[src/enhanced_unit_ctrl_pkg.sv]
// register map, field layout and types for the enhanced capture/compare/pwm control block
package capture_pwm_ctrl_pkg;
  localparam int ADDR_W = 4;
  localparam logic [3:0] OFS_MODE_CONTROL = 4'h0;
  localparam logic [3:0] OFS_VALUE_LOW = 4'h1;
  localparam logic [3:0] OFS_VALUE_HIGH = 4'h2;
  localparam logic [3:0] OFS_AUTO_SHUTDOWN = 4'h3;
  localparam logic [3:0] OFS_DEADBAND = 4'h4;
  localparam logic [3:0] OFS_IRQ_STATUS = 4'h5;
  localparam logic [3:0] OFS_IRQ_MASK = 4'h6;
  localparam logic [3:0] OFS_PIN_STATE = 4'h7;
  localparam logic [7:0] MODE_CONTROL_RST = 8'h00;
  localparam logic [7:0] SHUTDOWN_RST = 8'h00;
  localparam logic [7:0] DEADBAND_RST = 8'h00;
  localparam logic [7:0] VALUE_RST = 8'h00;
  localparam logic [7:0] BYTE_ZERO = 8'h00;
  localparam logic [1:0] OCFG_SINGLE = 2'h0;
  localparam logic [1:0] OCFG_FULL_FWD = 2'h1;
  localparam logic [1:0] OCFG_HALF = 2'h2;
  localparam logic [1:0] OCFG_FULL_REV = 2'h3;
  localparam logic [1:0] PWM_MODE_TOP = 2'h3;
  localparam logic [3:0] MODE_OFF = 4'h0;
  localparam logic [3:0] MODE_SPECIAL = 4'hb;
  localparam int IRQ_W = 3;
  localparam int IRQ_CAPTURE = 0;
  localparam int IRQ_COMPARE = 1;
  localparam int IRQ_SHUTDOWN = 2;
  localparam int PIN_A = 0;
  localparam int PIN_B = 1;
  localparam int PIN_C = 2;
  localparam int PIN_D = 3;

  typedef struct packed {
    logic [1:0] out_config;
    logic [1:0] duty_lsb;
    logic [3:0] mode_select;
  } mode_control_t;

  typedef struct packed {
    logic [ADDR_W-1:0] addr;
    logic [7:0] wdata;
    logic wr;
    logic rd;
  } reg_req_t;

  typedef struct packed {
    logic [3:0] data;
    logic [3:0] oe;
  } pin_group_t;

  typedef enum logic [1:0] {
    OP_OFF = 2'b00,
    OP_CAPTURE = 2'b01,
    OP_COMPARE = 2'b10,
    OP_PWM = 2'b11
  } op_mode_t;
endpackage

[src/enhanced_unit_ctrl.sv]
// enhanced capture/compare/pwm control: registers, pin steering, shutdown, interrupts
//
// The address map and strobed register access are this design's own decisions.
`timescale 1ns/1ps
// Operation
// RULE1 - one 16-bit value register serves as capture, compare or pwm duty register.
// RULE2 - the value register is reached as a low byte and a high byte.
// RULE3 - up to four modulated outputs exist, each with software-selected polarity.
// RULE4 - bits 7:6 of mode control pick the pwm output mode and the pins that carry it.
// RULE5 - modulated outputs share port and parallel-slave pins and take them over when chosen.
// RULE6 - value, mode control, shutdown and delay registers are all readable and writable.
// RULE7 - pwm outputs shut down on selectable analog or digital fault events.
// RULE8 - reset clears mode control to zero, module off, single-output configuration.
// RULE9 - bits 3:0 of mode control choose the capture event in capture mode.
// RULE10 - dual and quad pwm override the parallel-slave control of shared pins.
// RULE11 - software clears the direction bit of each shared pin that the module uses.
// RULE12 - the special event trigger does not set the timer interrupt flags.
module capture_pwm_ctrl (
  input wire logic sys_clk_i,
  input wire logic srst_i,
  input wire logic [capture_pwm_ctrl_pkg::ADDR_W-1:0] reg_addr_i,
  input wire logic [7:0] reg_wdata_i,
  input wire logic reg_wr_i,
  input wire logic reg_rd_i,
  output logic [7:0] reg_rdata_o,
  input wire logic [15:0] capture_value_i,
  input wire logic capture_event_i,
  input wire logic compare_match_i,
  input wire logic [3:0] pwm_raw_i,
  input wire logic [1:0] fault_analog_i,
  input wire logic fault_digital_i,
  input wire logic [3:0] port_out_i,
  input wire logic [3:0] port_dir_in_i,
  input wire logic [3:0] parallel_slave_out_i,
  input wire logic [3:0] parallel_slave_oe_i,
  input wire logic parallel_slave_enable_i,
  output capture_pwm_ctrl_pkg::pin_group_t pins_o,
  output logic [15:0] value_o,
  output capture_pwm_ctrl_pkg::mode_control_t mode_control_o,
  output logic special_event_o,
  output logic module_event_flag_o,
  output logic irq_o
);
  import capture_pwm_ctrl_pkg::*;

  mode_control_t mode_control_r;
  logic [7:0] value_low_byte_r;
  logic [7:0] value_high_byte_r;
  logic [7:0] auto_shutdown_control_r;
  logic [7:0] deadband_delay_control_r;
  logic [IRQ_W-1:0] irq_status_r;
  logic [IRQ_W-1:0] irq_mask_r;
  logic [IRQ_W-1:0] irq_set;
  logic shutdown_active_r;
  logic fault_hit;
  logic [7:0] rdata_nxt;
  reg_req_t req;
  op_mode_t op_mode;
  pin_group_t pins_nxt;
  logic [3:0] pwm_pol;
  logic [3:0] pwm_used;

  function automatic op_mode_t decode_mode(input logic [3:0] m);
    if (m == MODE_OFF) begin
      decode_mode = OP_OFF;
    end else if (m[3:2] == PWM_MODE_TOP) begin
      decode_mode = OP_PWM;
    end else if (m[3] == 1'b1) begin
      decode_mode = OP_COMPARE;
    end else if (m[2] == 1'b1) begin
      decode_mode = OP_CAPTURE;
    end else begin
      decode_mode = OP_COMPARE;
    end
  endfunction

  function automatic logic hit(input reg_req_t r, input logic [ADDR_W-1:0] ofs);
    hit = r.wr && (r.addr == ofs);
  endfunction

  assign req = '{addr: reg_addr_i, wdata: reg_wdata_i, wr: reg_wr_i, rd: reg_rd_i};
  assign op_mode = decode_mode(mode_control_r.mode_select);

  // RULE8 mode control reset
  always_ff @(posedge sys_clk_i) begin
    if (srst_i) begin
      mode_control_r <= MODE_CONTROL_RST;
    end else if (hit(req, OFS_MODE_CONTROL)) begin
      mode_control_r <= req.wdata;
    end
  end

  // RULE1 shared value register
  always_ff @(posedge sys_clk_i) begin
    if (srst_i) begin
      value_low_byte_r <= VALUE_RST;
      value_high_byte_r <= VALUE_RST;
    end else if (op_mode == OP_CAPTURE && capture_event_i) begin
      // RULE9 capture event latch
      value_low_byte_r <= capture_value_i[7:0];
      value_high_byte_r <= capture_value_i[15:8];
    end else begin
      // RULE2 byte halves
      if (hit(req, OFS_VALUE_LOW)) begin
        value_low_byte_r <= req.wdata;
      end
      if (hit(req, OFS_VALUE_HIGH)) begin
        value_high_byte_r <= req.wdata;
      end
    end
  end

  // RULE6 shutdown and delay registers
  always_ff @(posedge sys_clk_i) begin
    if (srst_i) begin
      auto_shutdown_control_r <= SHUTDOWN_RST;
      deadband_delay_control_r <= DEADBAND_RST;
    end else begin
      if (hit(req, OFS_AUTO_SHUTDOWN)) begin
        auto_shutdown_control_r <= req.wdata;
      end
      if (hit(req, OFS_DEADBAND)) begin
        deadband_delay_control_r <= req.wdata;
      end
    end
  end

  // RULE7 fault selection: bit0 analog0, bit1 analog1, bit2 digital; bit7 sticky state
  assign fault_hit = (auto_shutdown_control_r[0] && fault_analog_i[0])
                   || (auto_shutdown_control_r[1] && fault_analog_i[1])
                   || (auto_shutdown_control_r[2] && fault_digital_i);

  // RULE7 shutdown latch, fault wins over software clear
  always_ff @(posedge sys_clk_i) begin
    if (srst_i) begin
      shutdown_active_r <= 1'b0;
    end else if (fault_hit && op_mode == OP_PWM) begin
      shutdown_active_r <= 1'b1;
    end else if (hit(req, OFS_AUTO_SHUTDOWN) && !req.wdata[7]) begin
      shutdown_active_r <= 1'b0;
    end
  end

  // RULE12 special event only, no timer flag
  assign special_event_o = (op_mode == OP_COMPARE)
                         && (mode_control_r.mode_select == MODE_SPECIAL) && compare_match_i;

  always_comb begin
    irq_set = '0;
    irq_set[IRQ_CAPTURE] = (op_mode == OP_CAPTURE) && capture_event_i;
    irq_set[IRQ_COMPARE] = (op_mode == OP_COMPARE) && compare_match_i;
    irq_set[IRQ_SHUTDOWN] = fault_hit && (op_mode == OP_PWM) && !shutdown_active_r;
  end

  // sticky status, set beats write-one-clear
  always_ff @(posedge sys_clk_i) begin
    if (srst_i) begin
      irq_status_r <= '0;
    end else if (hit(req, OFS_IRQ_STATUS)) begin
      irq_status_r <= (irq_status_r & ~req.wdata[IRQ_W-1:0]) | irq_set;
    end else begin
      irq_status_r <= irq_status_r | irq_set;
    end
  end

  always_ff @(posedge sys_clk_i) begin
    if (srst_i) begin
      irq_mask_r <= '0;
    end else if (hit(req, OFS_IRQ_MASK)) begin
      irq_mask_r <= req.wdata[IRQ_W-1:0];
    end
  end

  assign irq_o = |(irq_status_r & irq_mask_r);
  assign module_event_flag_o = |irq_status_r[IRQ_COMPARE:IRQ_CAPTURE];

  // RULE3 polarity per output pair: mode select bit 1 for A and C, bit 0 for B and D
  always_comb begin
    pwm_pol = {mode_control_r.mode_select[0], mode_control_r.mode_select[1],
               mode_control_r.mode_select[0], mode_control_r.mode_select[1]};
    // RULE4 output configuration decode
    case (mode_control_r.out_config)
      OCFG_SINGLE: pwm_used = 4'b0001;
      OCFG_HALF: pwm_used = 4'b0011;
      OCFG_FULL_FWD: pwm_used = 4'b1111;
      OCFG_FULL_REV: pwm_used = 4'b1111;
      default: pwm_used = 4'b0001;
    endcase
    if (op_mode != OP_PWM) begin
      pwm_used = 4'b0001;
    end
  end

  // RULE5 pin steering onto shared port / parallel-slave pins
  always_comb begin
    for (int i = 0; i < 4; i++) begin
      if (parallel_slave_enable_i && !(op_mode == OP_PWM && pwm_used[i])) begin
        pins_nxt.data[i] = parallel_slave_out_i[i];
        pins_nxt.oe[i] = parallel_slave_oe_i[i];
      end else begin
        pins_nxt.data[i] = port_out_i[i];
        // RULE11 direction bit still gates the driver
        pins_nxt.oe[i] = !port_dir_in_i[i];
      end
    end
    if (op_mode == OP_PWM) begin
      for (int i = 0; i < 4; i++) begin
        // RULE10 pwm overrides parallel-slave control
        if (pwm_used[i]) begin
          pins_nxt.data[i] = shutdown_active_r ? 1'b0 : (pwm_raw_i[i] ^ pwm_pol[i]);
          pins_nxt.oe[i] = !port_dir_in_i[i];
        end
      end
    end else if (op_mode == OP_COMPARE) begin
      pins_nxt.data[PIN_A] = pwm_raw_i[PIN_A];
      pins_nxt.oe[PIN_A] = !port_dir_in_i[PIN_A];
    end
  end

  always_ff @(posedge sys_clk_i) begin
    if (srst_i) begin
      pins_o <= '0;
    end else begin
      pins_o <= pins_nxt;
    end
  end

  always_ff @(posedge sys_clk_i) begin
    if (srst_i) begin
      value_o <= '0;
      mode_control_o <= MODE_CONTROL_RST;
    end else begin
      value_o <= {value_high_byte_r, value_low_byte_r};
      mode_control_o <= mode_control_r;
    end
  end

  // RULE6 read-back
  always_comb begin
    case (req.addr)
      OFS_MODE_CONTROL: rdata_nxt = mode_control_r;
      OFS_VALUE_LOW: rdata_nxt = value_low_byte_r;
      OFS_VALUE_HIGH: rdata_nxt = value_high_byte_r;
      OFS_AUTO_SHUTDOWN: rdata_nxt = {shutdown_active_r, auto_shutdown_control_r[6:0]};
      OFS_DEADBAND: rdata_nxt = deadband_delay_control_r;
      OFS_IRQ_STATUS: rdata_nxt = {5'h0_0, irq_status_r};
      OFS_IRQ_MASK: rdata_nxt = {5'h0_0, irq_mask_r};
      OFS_PIN_STATE: rdata_nxt = {pins_o.oe, pins_o.data};
      default: rdata_nxt = BYTE_ZERO;
    endcase
  end

  always_ff @(posedge sys_clk_i) begin
    if (srst_i) begin
      reg_rdata_o <= BYTE_ZERO;
    end else if (req.rd) begin
      reg_rdata_o <= rdata_nxt;
    end else begin
      reg_rdata_o <= BYTE_ZERO;
    end
  end

  a_mode_reset_clear: assert property (@(posedge sys_clk_i) // RULE8
    srst_i |=> (mode_control_r == MODE_CONTROL_RST)) else $error("mode control not cleared");
  a_value_low_write: assert property (@(posedge sys_clk_i) disable iff (srst_i) // RULE2
    hit(req, OFS_VALUE_LOW) && !(op_mode == OP_CAPTURE && capture_event_i)
    |=> value_low_byte_r == $past(reg_wdata_i)) else $error("low byte write lost");
  a_capture_latch: assert property (@(posedge sys_clk_i) disable iff (srst_i) // RULE9
    op_mode == OP_CAPTURE && capture_event_i
    |=> {value_high_byte_r, value_low_byte_r} == $past(capture_value_i))
    else $error("capture value not latched");
  a_value_out: assert property (@(posedge sys_clk_i) disable iff (srst_i) // RULE1
    ##1 value_o == $past({value_high_byte_r, value_low_byte_r})) else $error("value out wrong");
  a_read_data: assert property (@(posedge sys_clk_i) disable iff (srst_i) // RULE6
    reg_rd_i && reg_addr_i == OFS_DEADBAND |=> reg_rdata_o == $past(deadband_delay_control_r))
    else $error("read data wrong");
  a_shutdown_forces: assert property (@(posedge sys_clk_i) disable iff (srst_i) // RULE7
    shutdown_active_r && op_mode == OP_PWM |=> pins_o.data[PIN_A] == 1'b0)
    else $error("shutdown not forcing output");
  a_half_pins_used: assert property (@(posedge sys_clk_i) disable iff (srst_i) // RULE4
    op_mode == OP_PWM && mode_control_r.out_config == OCFG_HALF |-> pwm_used == 4'b0011)
    else $error("half bridge pin set wrong");
  a_pwm_pin_override: assert property (@(posedge sys_clk_i) disable iff (srst_i) // RULE10
    op_mode == OP_PWM && pwm_used[PIN_D] && !shutdown_active_r
    |=> pins_o.data[PIN_D] == $past(pwm_raw_i[PIN_D] ^ pwm_pol[PIN_D]))
    else $error("pwm did not override shared pin");
  a_event_not_lost: assert property (@(posedge sys_clk_i) disable iff (srst_i) // RULE12
    irq_set[IRQ_COMPARE] |=> irq_status_r[IRQ_COMPARE]) else $error("compare flag lost");
  c_capture: cover property (@(posedge sys_clk_i) op_mode == OP_CAPTURE && capture_event_i);
  c_quad_pwm: cover property (@(posedge sys_clk_i) op_mode == OP_PWM && pwm_used == 4'b1111);
  c_shutdown: cover property (@(posedge sys_clk_i) $rose(shutdown_active_r));
  c_special: cover property (@(posedge sys_clk_i) special_event_o);
endmodule

[config.mk]
export PLATFORM = sky130hd
export DESIGN_NAME = capture_pwm_ctrl
export DESIGN_NICKNAME = d
export VERILOG_FILES = /design/src/enhanced_unit_ctrl_pkg.sv /design/src/enhanced_unit_ctrl.sv
export SDC_FILE = /design/constraint.sdc
export NUM_CORES = 1
export LEC_CHECK = 0
export BUFFER_PORTS_ARGS = -buffer_cell sky130_fd_sc_hd__buf_2
export CORE_MARGIN = 3
export CORE_UTILIZATION = 42
export CTS_CLUSTER_DIAMETER = 60
export DETAILED_ROUTE_END_ITERATION = 16
export GPL_TIMING_DRIVEN = 1
export MAX_ROUTING_LAYER = met4
export PLACE_DENSITY = 0.67
export SETUP_SLACK_MARGIN = 0.05
export SYNTH_ARGS = -nofsm -noshare
export SYNTH_HDL_FRONTEND = slang
export SYNTH_SLANG_ARGS = --single-unit
[constraint.sdc]
create_clock -name sys_clk_i -period 3.84 [get_ports sys_clk_i]
set_input_delay 0.96 -clock sys_clk_i [delete_from_list [all_inputs] [get_ports sys_clk_i]]
set_output_delay 0.96 -clock sys_clk_i [all_outputs]
set_load 0.02 [all_outputs]
* Word level (Yosys, flattened, before mapping)
Index checks and enable logic that the tools add are counted.
** Operators by class
- Equality and inequality tests :: 16
- Multiplexer cells :: 40
- Bitwise gates (word level) :: 10
- Reductions and logical operators :: 47
** Operators by type and width (number)
- $pmux 8 s8 :: 1
- $mux 8 :: 4
- $mux 1 :: 26
- $logic_and 1x1->1 :: 25
- $eq 4x3->1 const B :: 4
- $pmux 4 s3 :: 1
- $eq 2x2->1 const B :: 5
- $logic_not 1->1 :: 10
- $mux 3 :: 3
- $eq 4x2->1 const B :: 2
- $logic_not 4->1 :: 2
- $mux 2 :: 4
- $and 3x3->3 :: 2
- $or 3x3->3 :: 2
- $reduce_bool 2->1 :: 3
- $reduce_or 2->1 :: 3
- $eq 2x1->1 const B :: 2
- $eq 4x1->1 const B :: 1
- $eq 4x4->1 const B :: 1
- $mux 4 :: 1
- $xor 1x1->1 :: 4
- $not 3->3 :: 1
- $reduce_or 3->1 :: 1
- $logic_not 2->1 :: 1
- other kinds (3) :: 4
** Word-level totals
- Register bits after elaboration :: 86
- Input bits :: 58
- Output and inout port bits :: 43
- Word-level logic and storage cells :: 130

* Depth between registers and ports, before layout
Gate-level depths: netlist (run 1).
- Word-level depth :: 12
- Depth in mapped cells :: 7
- Depth with buffers taken out :: 4

* Worst setup path after synthesis (run 1)
OpenSTA, ideal clock, no wires.
- Path kind :: input-to-output
- Start :: in compare_match_i
- End :: out special_event_o
- Data arrival time :: 1718 ps
- Required time :: 2880 ps
- Setup slack :: 1162 ps
- Stages :: 2
- Path buffers :: 0
- Cell sequence :: nand2_1 -> nor4bb_1
** Between the ends
- Cells in the longest elaborated chain, start to end :: 1
** RTL lines
- start: declaration :: line enhanced_unit_ctrl.sv:28 : input wire logic compare_match_i,
- $logic_and 1x1->1 :: line enhanced_unit_ctrl.sv:146 : && (mode_control_r.mode_select == MODE_SPECIAL) && compare_match_i;
- end: declaration :: line enhanced_unit_ctrl.sv:40 : output logic special_event_o,
No other way between the ends.

* Worst setup path after layout (run 1)
Ends and elaborated chain as after synthesis.

==> out/summary.md, run 1 <==
## Status
- finished, final reports clean — result of the run

## Clocking
- 2 — maximum buffer depth of the clock tree
- sky130_fd_sc_hd__clkbuf_8 — CTS root buffer
- 0 — CTS Hold Bufs
- 360 ps — worst skew pair latency
- 86 — number of clock sinks seen by CTS
- built — clock tree from TritonCTS
- 0 — Setup Buffers After CTS
- 0 — Resized Gates After CTS
- 9 — number of buffers inserted during clock tree synthesis
- 3 — maximum level of the CTS H-tree
- 90 ps — clock slew at reported path FFs

## Setup path
- input pin — Worst Setup Start Kind
- 290 ps — slowest cell delay on critical path
- mode_control_r[3] — Worst R2R Start
- 2880 ps — CP required
- input pin to output port — classification of the worst setup path
- 2 — critical path fanouts, max
- sky130_fd_sc_hd__nor4bb_1 — slowest stage cell, crit path
- 4 — worst r2r path cells
- buf_2 > nand2_1 > nor4bb_1 > buf_2 — series of cell instances along the critical path
- 1610 ps — CP Data Arrival Time
- 2290 ps — FF-to-FF setup slack
- sky130_fd_sc_hd__buf_2 — cell mode on critical path
- value_low_byte_r[7] — Worst R2R End
- output port — endpoint class of the critical path

## Finish
- 30.3% — ratio of cells with drive above 1 in the final layout
- 20.1% — layout overhead on the synthesized area
- 808 — FILL cells
- 4470 um2 — Design Area, Final
- 541 — layout net count
- 0 — Inserted Diodes

## Drt
- 5.44 — vias per cell
- 0 — detailed-route DRC error count
- 9.83 mm — DRT Wirelength
- 0 — Antenna Nets Post-Route
- 5 — TritonRoute pass-1 iters
- 3225 — vias
- 16.6 um — final routed wire length divided by cell count
- 117 — 1st-iter DRT viols

## Logic synthesis
- 46.2% — sequential area share after synthesis
- 0 — warnings from Yosys
- 9.39 um2 — Avg Synthesized Cell Area
- 46.2% — share of the synthesized area in the top cell type
- 0 — count of flip-flops with a built-in enable after synthesis
- 455 — Synthesized Nets
- sky130_fd_sc_hd__dfxtp_1 46%, sky130_fd_sc_hd__mux2i_1 7.3%, sky130_fd_sc_hd__nand2_1 5.2%, sky130_fd_sc_hd__nor2_1 5.2%, sky130_fd_sc_hd__nor2b_1 4.2% — largest cells by area after synthesis
- 86 — FF+latch count, synth
- 397 — cells after synthesis
- 53 — number of different library cells in the post-synthesis netlist
- 3730 um2 — Netlist Area Pre-Place
- sky130_fd_sc_hd__dfxtp_1 — ys flop type
- sky130_fd_sc_hd__dfxtp_1 — dominant cell type by area after synthesis
- 0% — post-synthesis async set-or-reset flop share

## Timing
- 0 — fin. max-slew vios
- 5.46 ps — setup skew after layout
- 2570 ps — time the final worst path needs with I/O delays and setup
- 0 — Hold Vio Cnt, Final
- 67.0% — Final period util
- no — RSZ-0062 raised after global routing
- 0 — final setup violating endpoints
- 0 ps — final-layout setup total negative slack
- 895 ps — actual slew at the worst max-slew pin
- 0.389 GHz — achievable clock frequency
- 40.3% — worst slew margin relative to its limit

## Floorplanning
- 101 — # IOs
- 10000 um2 — Die Area
- 44.2% — Initial Utilization
- 100 um — die extent in y
- 100 um — die width
- 33 — Row Count
- 8420 um2 — core region area

## Worst hold path
- register to register — HP Class
- mode_control_r[5] — min-delay src
- mode_control_r[5] — Worst Hold Path EP
- 2 — Min-Delay Path Depth

## Global route
- 0 — global route total overflow
- 51 — largest net degree at the start of global routing
- 15.7 mm — first-pass GRT wire length
- 20.6% — Total Routing Usage GR
- 3063 — via count of the first global-routing pass
- 0 — antenna violations before repair

## Pwr
- 402 nW/um2 — PwrDens
- 0.150 mV — Max VDD drop
- 0.00180 W — overall power of the completed layout
- 1.88 nW — leakage power summed over all cells

## Placement
- 4240 um2 — post-place instance area
- 0.871 — weighted congestion at the end of routability-driven global placement
- 100 — PortBufs
- 7.15 mm — total half-perimeter wirelength after legalization and detailed placement

## Run
- 0 — maxcap violations

Yosys cell counts, types with 2 or more instances:
cell type / instances
sky130_fd_sc_hd__dfxtp_1: 86
sky130_fd_sc_hd__nand2_1: 52
sky130_fd_sc_hd__nor2_1: 52
sky130_fd_sc_hd__mux2i_1: 27
sky130_fd_sc_hd__nor2b_1: 25
sky130_fd_sc_hd__a21oi_1: 21
sky130_fd_sc_hd__clkbuf_1: 14
sky130_fd_sc_hd__nand3_1: 11
sky130_fd_sc_hd__a311oi_2: 10
sky130_fd_sc_hd__buf_2: 8
sky130_fd_sc_hd__mux2_2: 7
sky130_fd_sc_hd__a311oi_1: 6
sky130_fd_sc_hd__nor3_1: 6
sky130_fd_sc_hd__a22o_1: 5
sky130_fd_sc_hd__o21ai_0: 5
sky130_fd_sc_hd__a211oi_1: 4
sky130_fd_sc_hd__buf_4: 4
sky130_fd_sc_hd__inv_1: 4
sky130_fd_sc_hd__xnor2_1: 4
sky130_fd_sc_hd__and2_1: 3
sky130_fd_sc_hd__nand3b_1: 3
sky130_fd_sc_hd__a222oi_1: 2
sky130_fd_sc_hd__a31o_2: 2
sky130_fd_sc_hd__and2b_1: 2
sky130_fd_sc_hd__and3_1: 2
sky130_fd_sc_hd__mux4_1: 2
sky130_fd_sc_hd__o211ai_1: 2
sky130_fd_sc_hd__o22ai_1: 2
sky130_fd_sc_hd__or2_2: 2
worst max-delay path by stage:
stage | from | endpoint | cells past startpoint
final | compare_match_i | special_event_o | 4
after global placement | reg_addr_i[2] | deadband_delay_control_r[7] | 5
after floorplan | compare_match_i | special_event_o | 2
after detailed placement | reg_addr_i[2] | deadband_delay_control_r[0] | 5
after CTS | compare_match_i | special_event_o | 4
after global routing | compare_match_i | special_event_o | 4
state kept, by name, indices dropped and copies added, names as in the netlist:
register	flops
auto_shutdown_control_r	7
deadband_delay_control_r	8
irq_mask_r	3
irq_status_r	3
mode_control_o	8
mode_control_r	8
pins_o	8
reg_rdata_o	8
shutdown_active_r	1
value_high_byte_r	8
value_low_byte_r	8
value_o	16
power by group:
group          leakage (nW)  total [W]  switching [W]  internal (W)
Clock                 0.113   0.000722       0.000334      0.000388
Sequential            0.696   0.000919      0.0000122      0.000907
Combinational          1.07   0.000156      0.0000929     0.0000628
critical path, delay by kind of cell:
kind	cells	cell delay [ps]
simple gates	2	340
buf+inv	2	310
routing by layer:
layer | track usage (%) | up-vias | share of wire [%]
met3 | 4.10 | 15 | 7.5
met4 | 7.88 | 0 | 2.3
met1 | 28.0 | 1499 | 46
met5 | - | - | 0
li1 | - | 1555 | -
met2 | 30.1 | 156 | 44
kinds of logic (layout without fill, tap and decap cells):
group / count (synthesis) / in the layout / share of synthesized area [%]
AO/OA/AOI/OAI: 67 / 67 / 14.5
XOR/XNOR: 4 / 4 / 0.940
buffers and inverters: 32 / 123 / 4.10
flip-flops: 86 / 86 / 46.2
multiplexers: 37 / 37 / 11.4
AND/OR/NAND/NOR: 171 / 171 / 22.9
layout make-up:
class	instances	area [um2]	area share (%)
clock inverter	6	93.8	2.10
timing repair buffer	103	523	11.7
tap	105	131	2.94
sequential	86	1720	38.5
multi-input combinational	279	1850	41.4
inverter	4	15.0	0.336
clock buffer	10	138	3.08
per-stage QoR:
step                utilization (%)  hold slack [ps]  std cells  setup slack (ps)
CTS                            53.1              481        593              1290
finish                         53.1              477        593              1270
global route                   53.1              505        593              1260
floorplan                         -              444        397              1160
detailed placement             50.4              468        577              1190
global placement               50.4              469        577              1220
cell usage in the layout (no fill, tap or decap), types with 2 or more instances in the layout:
cell type	synthesis	routed
sky130_fd_sc_hd__nand3b_1	3	3
sky130_fd_sc_hd__mux4_1	2	2
sky130_fd_sc_hd__o22ai_1	2	2
sky130_fd_sc_hd__and2b_1	2	2
sky130_fd_sc_hd__a31o_2	2	2
sky130_fd_sc_hd__dfxtp_1	86	86
sky130_fd_sc_hd__a222oi_1	2	2
sky130_fd_sc_hd__and3_1	2	2
sky130_fd_sc_hd__buf_2	8	100
sky130_fd_sc_hd__buf_4	4	3
sky130_fd_sc_hd__nor2b_1	25	25
sky130_fd_sc_hd__mux2i_1	27	27
sky130_fd_sc_hd__bufinv_16	0	2
sky130_fd_sc_hd__nor2_1	52	52
sky130_fd_sc_hd__nand2_1	52	52
sky130_fd_sc_hd__a21oi_1	21	21
sky130_fd_sc_hd__nor3_1	6	6
sky130_fd_sc_hd__or2_2	2	2
sky130_fd_sc_hd__clkinv_4	0	2
sky130_fd_sc_hd__clkbuf_8	0	10
sky130_fd_sc_hd__mux2_2	7	7
sky130_fd_sc_hd__and2_1	3	3
sky130_fd_sc_hd__inv_1	4	4
sky130_fd_sc_hd__nand3_1	11	11
sky130_fd_sc_hd__a211oi_1	4	4
sky130_fd_sc_hd__xnor2_1	4	4
sky130_fd_sc_hd__a311oi_2	10	10
sky130_fd_sc_hd__o21ai_0	5	5
sky130_fd_sc_hd__o211ai_1	2	2
sky130_fd_sc_hd__a22o_1	5	5
sky130_fd_sc_hd__a311oi_1	6	6
Power figures use the tool's default switching activity.
==> run 2, diff against run 1 <==
--- a/config.mk
+++ b/config.mk
@@ -5,6 +5,7 @@
 export SDC_FILE = /design/constraint.sdc
 export NUM_CORES = 1
 export LEC_CHECK = 0
+export ABC_AREA = 1
 export BUFFER_PORTS_ARGS = -buffer_cell sky130_fd_sc_hd__buf_2
 export CORE_MARGIN = 3
 export CORE_UTILIZATION = 42
@@ -12,7 +13,7 @@
 export DETAILED_ROUTE_END_ITERATION = 16
 export GPL_TIMING_DRIVEN = 1
 export MAX_ROUTING_LAYER = met4
-export PLACE_DENSITY = 0.67
+export PLACE_DENSITY = 0.7
 export SETUP_SLACK_MARGIN = 0.05
 export SYNTH_ARGS = -nofsm -noshare
 export SYNTH_HDL_FRONTEND = slang
==> constraint.sdc (replaced) <==
create_clock -name sys_clk_i -period 2.1 [get_ports sys_clk_i]
set_input_delay 0.525 -clock sys_clk_i [delete_from_list [all_inputs] [get_ports sys_clk_i]]
set_output_delay 0.525 -clock sys_clk_i [all_outputs]
set_load 0.02 [all_outputs]
==> out/summary.md, run 2 <==
## Timing
- 0 — Hold Vio Cnt, Final
- 65.2% — worst slew margin relative to its limit
- 0.538 GHz — achievable clock frequency
- 88.6% — Final period util
- 0 — final setup violating endpoints
- 0 ps — final-layout setup total negative slack
- 1860 ps — time the final worst path needs with I/O delays and setup
- no — RSZ-0062 raised after global routing
- 522 ps — actual slew at the worst max-slew pin
- 0 — fin. max-slew vios
- 9.06 ps — setup skew after layout

## Logic synthesis
- 530 — cells after synthesis
- sky130_fd_sc_hd__dfxtp_1 46%, sky130_fd_sc_hd__nand2_1 12%, sky130_fd_sc_hd__nand3_1 7.8%, sky130_fd_sc_hd__nor2_1 7.6%, sky130_fd_sc_hd__o21ai_0 6.3% — largest cells by area after synthesis
- sky130_fd_sc_hd__dfxtp_1 — ys flop type
- 588 — Synthesized Nets
- sky130_fd_sc_hd__nand2_1 — library cell with the highest instance count after synthesis
- 0 — count of flip-flops with a built-in enable after synthesis
- 86 — FF+latch count, synth
- 3720 um2 — Netlist Area Pre-Place
- 122 x sky130_fd_sc_hd__nand2_1, 86 x sky130_fd_sc_hd__dfxtp_1, 75 x sky130_fd_sc_hd__nor2_1 — most instantiated cells after synthesis
- sky130_fd_sc_hd__dfxtp_1 — dominant cell type by area after synthesis
- 24 — number of different library cells in the post-synthesis netlist
- 46.3% — sequential area share after synthesis
- 7.01 um2 — Avg Synthesized Cell Area
- 0 — warnings from Yosys
- 46.3% — share of the synthesized area in the top cell type
- 0% — post-synthesis async set-or-reset flop share

## Finish
- 0 — Inserted Diodes
- 122 x sky130_fd_sc_hd__nand2_1, 100 x sky130_fd_sc_hd__buf_2, 86 x sky130_fd_sc_hd__dfxtp_1 — leading cell types in the layout, fill and taps excluded
- 21.9% — ratio of cells with drive above 1 in the final layout
- 684 — layout net count
- sky130_fd_sc_hd__nand2_1 — most common cell after layout, fill and taps aside
- value_o — Largest Register
- 4480 um2 — Design Area, Final
- 20.6% — layout overhead on the synthesized area
- 53.2% — post-route core utilization
- 16 — flip-flop count of the largest register, all copies and words added

## Clocking
- 9 — number of buffers inserted during clock tree synthesis
- 360 ps — worst skew pair latency
- 2 — maximum buffer depth of the clock tree
- 0 — Setup Buffers After CTS
- built — clock tree from TritonCTS
- 0 — CTS Hold Bufs
- 0 — Resized Gates After CTS
- 86 — number of clock sinks seen by CTS
- 3 — maximum level of the CTS H-tree
- sky130_fd_sc_hd__clkbuf_8 — CTS root buffer
- 80 ps — clock slew at reported path FFs

## Placement
- 8.05 mm — total half-perimeter wirelength after legalization and detailed placement
- 100 — PortBufs
- 0.881 — weighted congestion at the end of routability-driven global placement
- 4290 um2 — post-place instance area

## Setup path
- mode_control_r[3] — Worst R2R Start
- 460 ps — slowest cell delay on critical path
- 730 ps — FF-to-FF setup slack
- output port — endpoint class of the critical path
- sky130_fd_sc_hd__dfxtp_1 — slowest stage cell, crit path
- inv_1 > nor3_1 > buf_2 — series of cell instances along the critical path
- 5 — critical path fanouts, max
- register to output port — classification of the worst setup path
- register — Worst Setup Start Kind
- 2 — number of buffer and inverter instances along the worst setup path
- 8 — worst r2r path cells
- value_high_byte_r[7] — Worst R2R End
- 1570 ps — CP required
- flip-flops — delay-heaviest family, CP
- 1330 ps — CP Data Arrival Time

## Global route
- 37 — largest net degree at the start of global routing
- met2 — most utilized layer in the global route result
- 29.6% — met1 layer usage reported by global route
- 3338 — via count of the first global-routing pass
- 16.8 mm — first-pass GRT wire length
- 22.0% — Total Routing Usage GR
- 0 — antenna violations before repair
- 33.4% — met2 usage in global routing
- 4.38% — met3 Track Usage GR
- 0 — global route total overflow

## Pwr
- 0.00233 W — internal power component
- 0.348 mV — Max VDD drop
- 2.15 nW — leakage power summed over all cells
- 0.000857 W — net switching power of the design
- 10.1% — Comb power frac
- 26.8% — Switching Fraction
- 36.7% — portion of total power attributed to the clock network
- 53.3% — fraction of power consumed by sequential logic
- 712 nW/um2 — PwrDens

## Drt
- 0 — detailed-route DRC error count
- 251 — 1st-iter DRT viols
- 14.3 um — final routed wire length divided by cell count
- 0 — Antenna Nets Post-Route
- 3658 — vias
- 10.5 mm — DRT Wirelength
- 4.97 — vias per cell
- 5 — TritonRoute pass-1 iters

## Floorplanning
- 8420 um2 — core region area
- 10000 um2 — Die Area
- 100 um — die extent in y
- 44.1% — Initial Utilization
- 33 — Row Count
- 101 — # IOs
- 100 um — die width

## Worst hold path
- 2 — Min-Delay Path Depth
- port_dir_in_i[2] — min-delay src
- input pin to register — HP Class
- pins_o[2] — Worst Hold Path EP

## Run
- 0 — maxcap violations

## Status
- finished, final reports clean — result of the run

==> run 2: cell count changes after synthesis, sizes merged, moves of 22 or more <==
cell and change:
nand2 +71, nor2b -25, inv +55, nor2 +28, nand3 +49, a21oi +22, o21ai +42, mux2i -27
==> run 2: logic make-up (layout without fill, tap and decap cells) <==
| logic type | count (synthesis) | after routing | synth area share [%] |
|---|---|---|---|
| and+or+nand+nor | 266 | 266 | 30.6 |
| AOI/OAI and AO/OA | 94 | 94 | 12.9 |
| DFF | 86 | 86 | 46.3 |
| buffers and inverters | 81 | 182 | 9.42 |
| xor gates and xnor gates | 3 | 3 | 0.707 |
==> run 2: final cells by class <==
class | instances | area (um2)
fillers | 852 | 3940
flip-flops and latches | 86 | 1720
clock buffers | 9 | 124
multi-input cells | 363 | 1650
well taps | 105 | 131
inverters | 59 | 221
clock inverters | 7 | 72.6
repair buffers | 107 | 566
==> run 2: worst max-delay path by stage <==
| stage | endpoint | cells after the start | startpoint |
|---|---|---|---|
| after floorplan | special_event_o | 2 | compare_match_i |
| after global placement | value_high_byte_r[4] | 8 | reg_addr_i[1] |
| after detailed placement | value_low_byte_r[7] | 8 | reg_addr_i[0] |
| after CTS | special_event_o | 3 | mode_control_r[0] |
| after global routing | special_event_o | 3 | mode_control_r[0] |
| final | special_event_o | 3 | mode_control_r[0] |
==> run 2: layer usage <==
metal  routed length, um  up-vias
met2                4760      148
met1                4820     1617
met5                   0        -
li1                    -     1875
met3                 725       18
met4                 210        0
==> run 2: per-stage QoR <==
| step | setup WS, ps | hold slack (ps) | total power, W | std cells |
|---|---|---|---|---|
| 2_1_floorplan | 525 | 414 | 0.00192 | 530 |
| 3_3_place_gp | 333 | 432 | 0.00205 | 720 |
| 3_5_place_dp | 273 | 436 | 0.00206 | 720 |
| 4_1_cts | 238 | 323 | 0.00320 | 736 |
| 5_1_grt | 177 | 328 | 0.00332 | 736 |
| 6_report | 240 | 327 | 0.00319 | 736 |
==> run 2: power by group through the flow <==
stage          clock [W]  combinational [W]  sequential (W)
2_1_floorplan          0           0.000162         0.00175
3_3_place_gp           0           0.000315         0.00174
3_5_place_dp           0           0.000319         0.00174
4_1_cts          0.00118           0.000320         0.00170
5_1_grt          0.00125           0.000357         0.00171
6_report         0.00117           0.000321         0.00170
==> run 3, diff against run 2 <==
--- a/config.mk
+++ b/config.mk
@@ -13,7 +13,7 @@
 export DETAILED_ROUTE_END_ITERATION = 16
 export GPL_TIMING_DRIVEN = 1
 export MAX_ROUTING_LAYER = met4
-export PLACE_DENSITY = 0.7
+export PLACE_DENSITY_LB_ADDON = 0.15
 export SETUP_SLACK_MARGIN = 0.05
 export SYNTH_ARGS = -nofsm -noshare
 export SYNTH_HDL_FRONTEND = slang
==> out/summary.md, run 3 (synthesis gave the netlist of run 2 again) <==
## Finish
- value_o — Largest Register
- 16 — flip-flop count of the largest register, all copies and words added
- 22.2% — ratio of cells with drive above 1 in the final layout
- 20.5% — layout overhead on the synthesized area
- 0 — Inserted Diodes
- 122 x sky130_fd_sc_hd__nand2_1, 100 x sky130_fd_sc_hd__buf_2, 86 x sky130_fd_sc_hd__dfxtp_1 — leading cell types in the layout, fill and taps excluded
- sky130_fd_sc_hd__nand2_1 — most common cell after layout, fill and taps aside
- 901 — FILL cells
- 688 — layout net count

## Floorplanning
- 10000 um2 — Die Area
- 44.1% — Initial Utilization
- 100 um — die extent in y
- 101 — # IOs
- 33 — Row Count
- 8420 um2 — core region area
- 100 um — die width

## Drt
- 5.05 — vias per cell
- 10.9 mm — DRT Wirelength
- 0 — Antenna Nets Post-Route
- 225 — 1st-iter DRT viols
- 14.7 um — final routed wire length divided by cell count
- 0 — detailed-route DRC error count
- 3738 — vias
- 5 — TritonRoute pass-1 iters

## Setup path
- 1310 ps — CP Data Arrival Time
- register to output port — classification of the worst setup path
- output port — endpoint class of the critical path
- register — Worst Setup Start Kind
- 460 ps — slowest cell delay on critical path
- 5 — critical path fanouts, max
- 1570 ps — CP required
- inv_1 > nor3_1 > buf_2 — series of cell instances along the critical path
- sky130_fd_sc_hd__dfxtp_1 — slowest stage cell, crit path

## Clocking
- 0 — Setup Buffers After CTS
- built — clock tree from TritonCTS
- 0 — Resized Gates After CTS
- 350 ps — worst skew pair latency
- 3 — maximum level of the CTS H-tree
- 9 — number of buffers inserted during clock tree synthesis
- 2 — maximum buffer depth of the clock tree
- sky130_fd_sc_hd__clkbuf_8 — CTS root buffer
- 86 — number of clock sinks seen by CTS
- 0 — CTS Hold Bufs
- 90 ps — clock slew at reported path FFs

## Global route
- 17.6 mm — first-pass GRT wire length
- 0 — antenna violations before repair
- 0 — global route total overflow
- 23.1% — Total Routing Usage GR
- 3587 — via count of the first global-routing pass
- 35 — largest net degree at the start of global routing

## Worst hold path
- input pin to register — HP Class

## Timing
- no — RSZ-0062 raised after global routing
- 0 — fin. max-slew vios
- 0 — final setup violating endpoints
- 62.3% — worst slew margin relative to its limit
- 1830 ps — time the final worst path needs with I/O delays and setup
- 0 ps — final-layout setup total negative slack
- 0.546 GHz — achievable clock frequency
- 87.2% — Final period util
- 5.61 ps — setup skew after layout
- 566 ps — actual slew at the worst max-slew pin
- 0 — Hold Vio Cnt, Final

## Run
- 0 — maxcap violations

## Placement
- 8.35 mm — total half-perimeter wirelength after legalization and detailed placement
- 0.905 — weighted congestion at the end of routability-driven global placement
- 100 — PortBufs

## Pwr
- 2.16 nW — leakage power summed over all cells
- 0.358 mV — Max VDD drop
- 0.00308 W — overall power of the completed layout
- 688 nW/um2 — PwrDens

## Status
- finished, final reports clean — result of the run

==> run 3: changes by cell type in the layout (fill, tap and decap cells not counted), sizes merged <==
cell and change:
bufinv -1, clkinv +1, clkbuf +2, buf +4, clkinvlp -1, inv -1
==> run 3: per-layer routing <==
layer / wire length [um] / share of wire (%) / GRT usage (%) / vias up
met5: 0 / 0 / - / -
met4: 230 / 2.1 / 7.77 / 0
met3: 688 / 6.3 / 4.52 / 20
met2: 4990 / 46 / 35.9 / 148
met1: 4990 / 46 / 30.5 / 1682
li1: - / - / - / 1888
==> run 3: layout make-up <==
type	count	area, um2	area share (%)
well taps	105	131	2.93
clock inverters	5	35.0	0.782
repair buffers	111	583	13.0
multi-input cells	363	1650	36.7
flip-flops and latches	86	1720	38.4
clock buffers	11	141	3.16
inverters	59	221	4.94
==> run 3: final timing paths <==
kind / from / endpoint / slack, ps / cells after the start
setup / recovery: mode_control_r[0] / special_event_o / 270 / 3
hold / removal: port_dir_in_i[2] / pins_o[2] / 340 / 2
setup reg to reg: mode_control_r[3] / value_high_byte_r[7] / 560 / 7
hold reg to reg: deadband_delay_control_r[2] / deadband_delay_control_r[2] / 450 / 2
==> run 3: critical path: cells and delay by family, from the launching register on <==
kind                   cells  cell delay, ps
flip-flops                 1             460
AND/OR/NAND/NOR            1             180
buffers and inverters      2             320
==> run 3: metrics by stage <==
stage,cells,util (%),instance area [um2],setup WS [ps],hold slack [ps]
6_report,740,53.2,4480,269,336
2_1_floorplan,530,-,3720,525,414
4_1_cts,740,53.2,4480,260,321
3_5_place_dp,724,51.1,4300,291,437
5_1_grt,740,53.2,4480,200,311
3_3_place_gp,724,51.1,4300,310,432
==> run 3: where the power goes <==
part,internal (W),total [W],switching (W)
logic,0.000113,0.000325,0.000212
clock network,0.000463,0.00106,0.000594
registers,0.00167,0.00170,0.0000291
total,0.00225,0.00308,0.000835
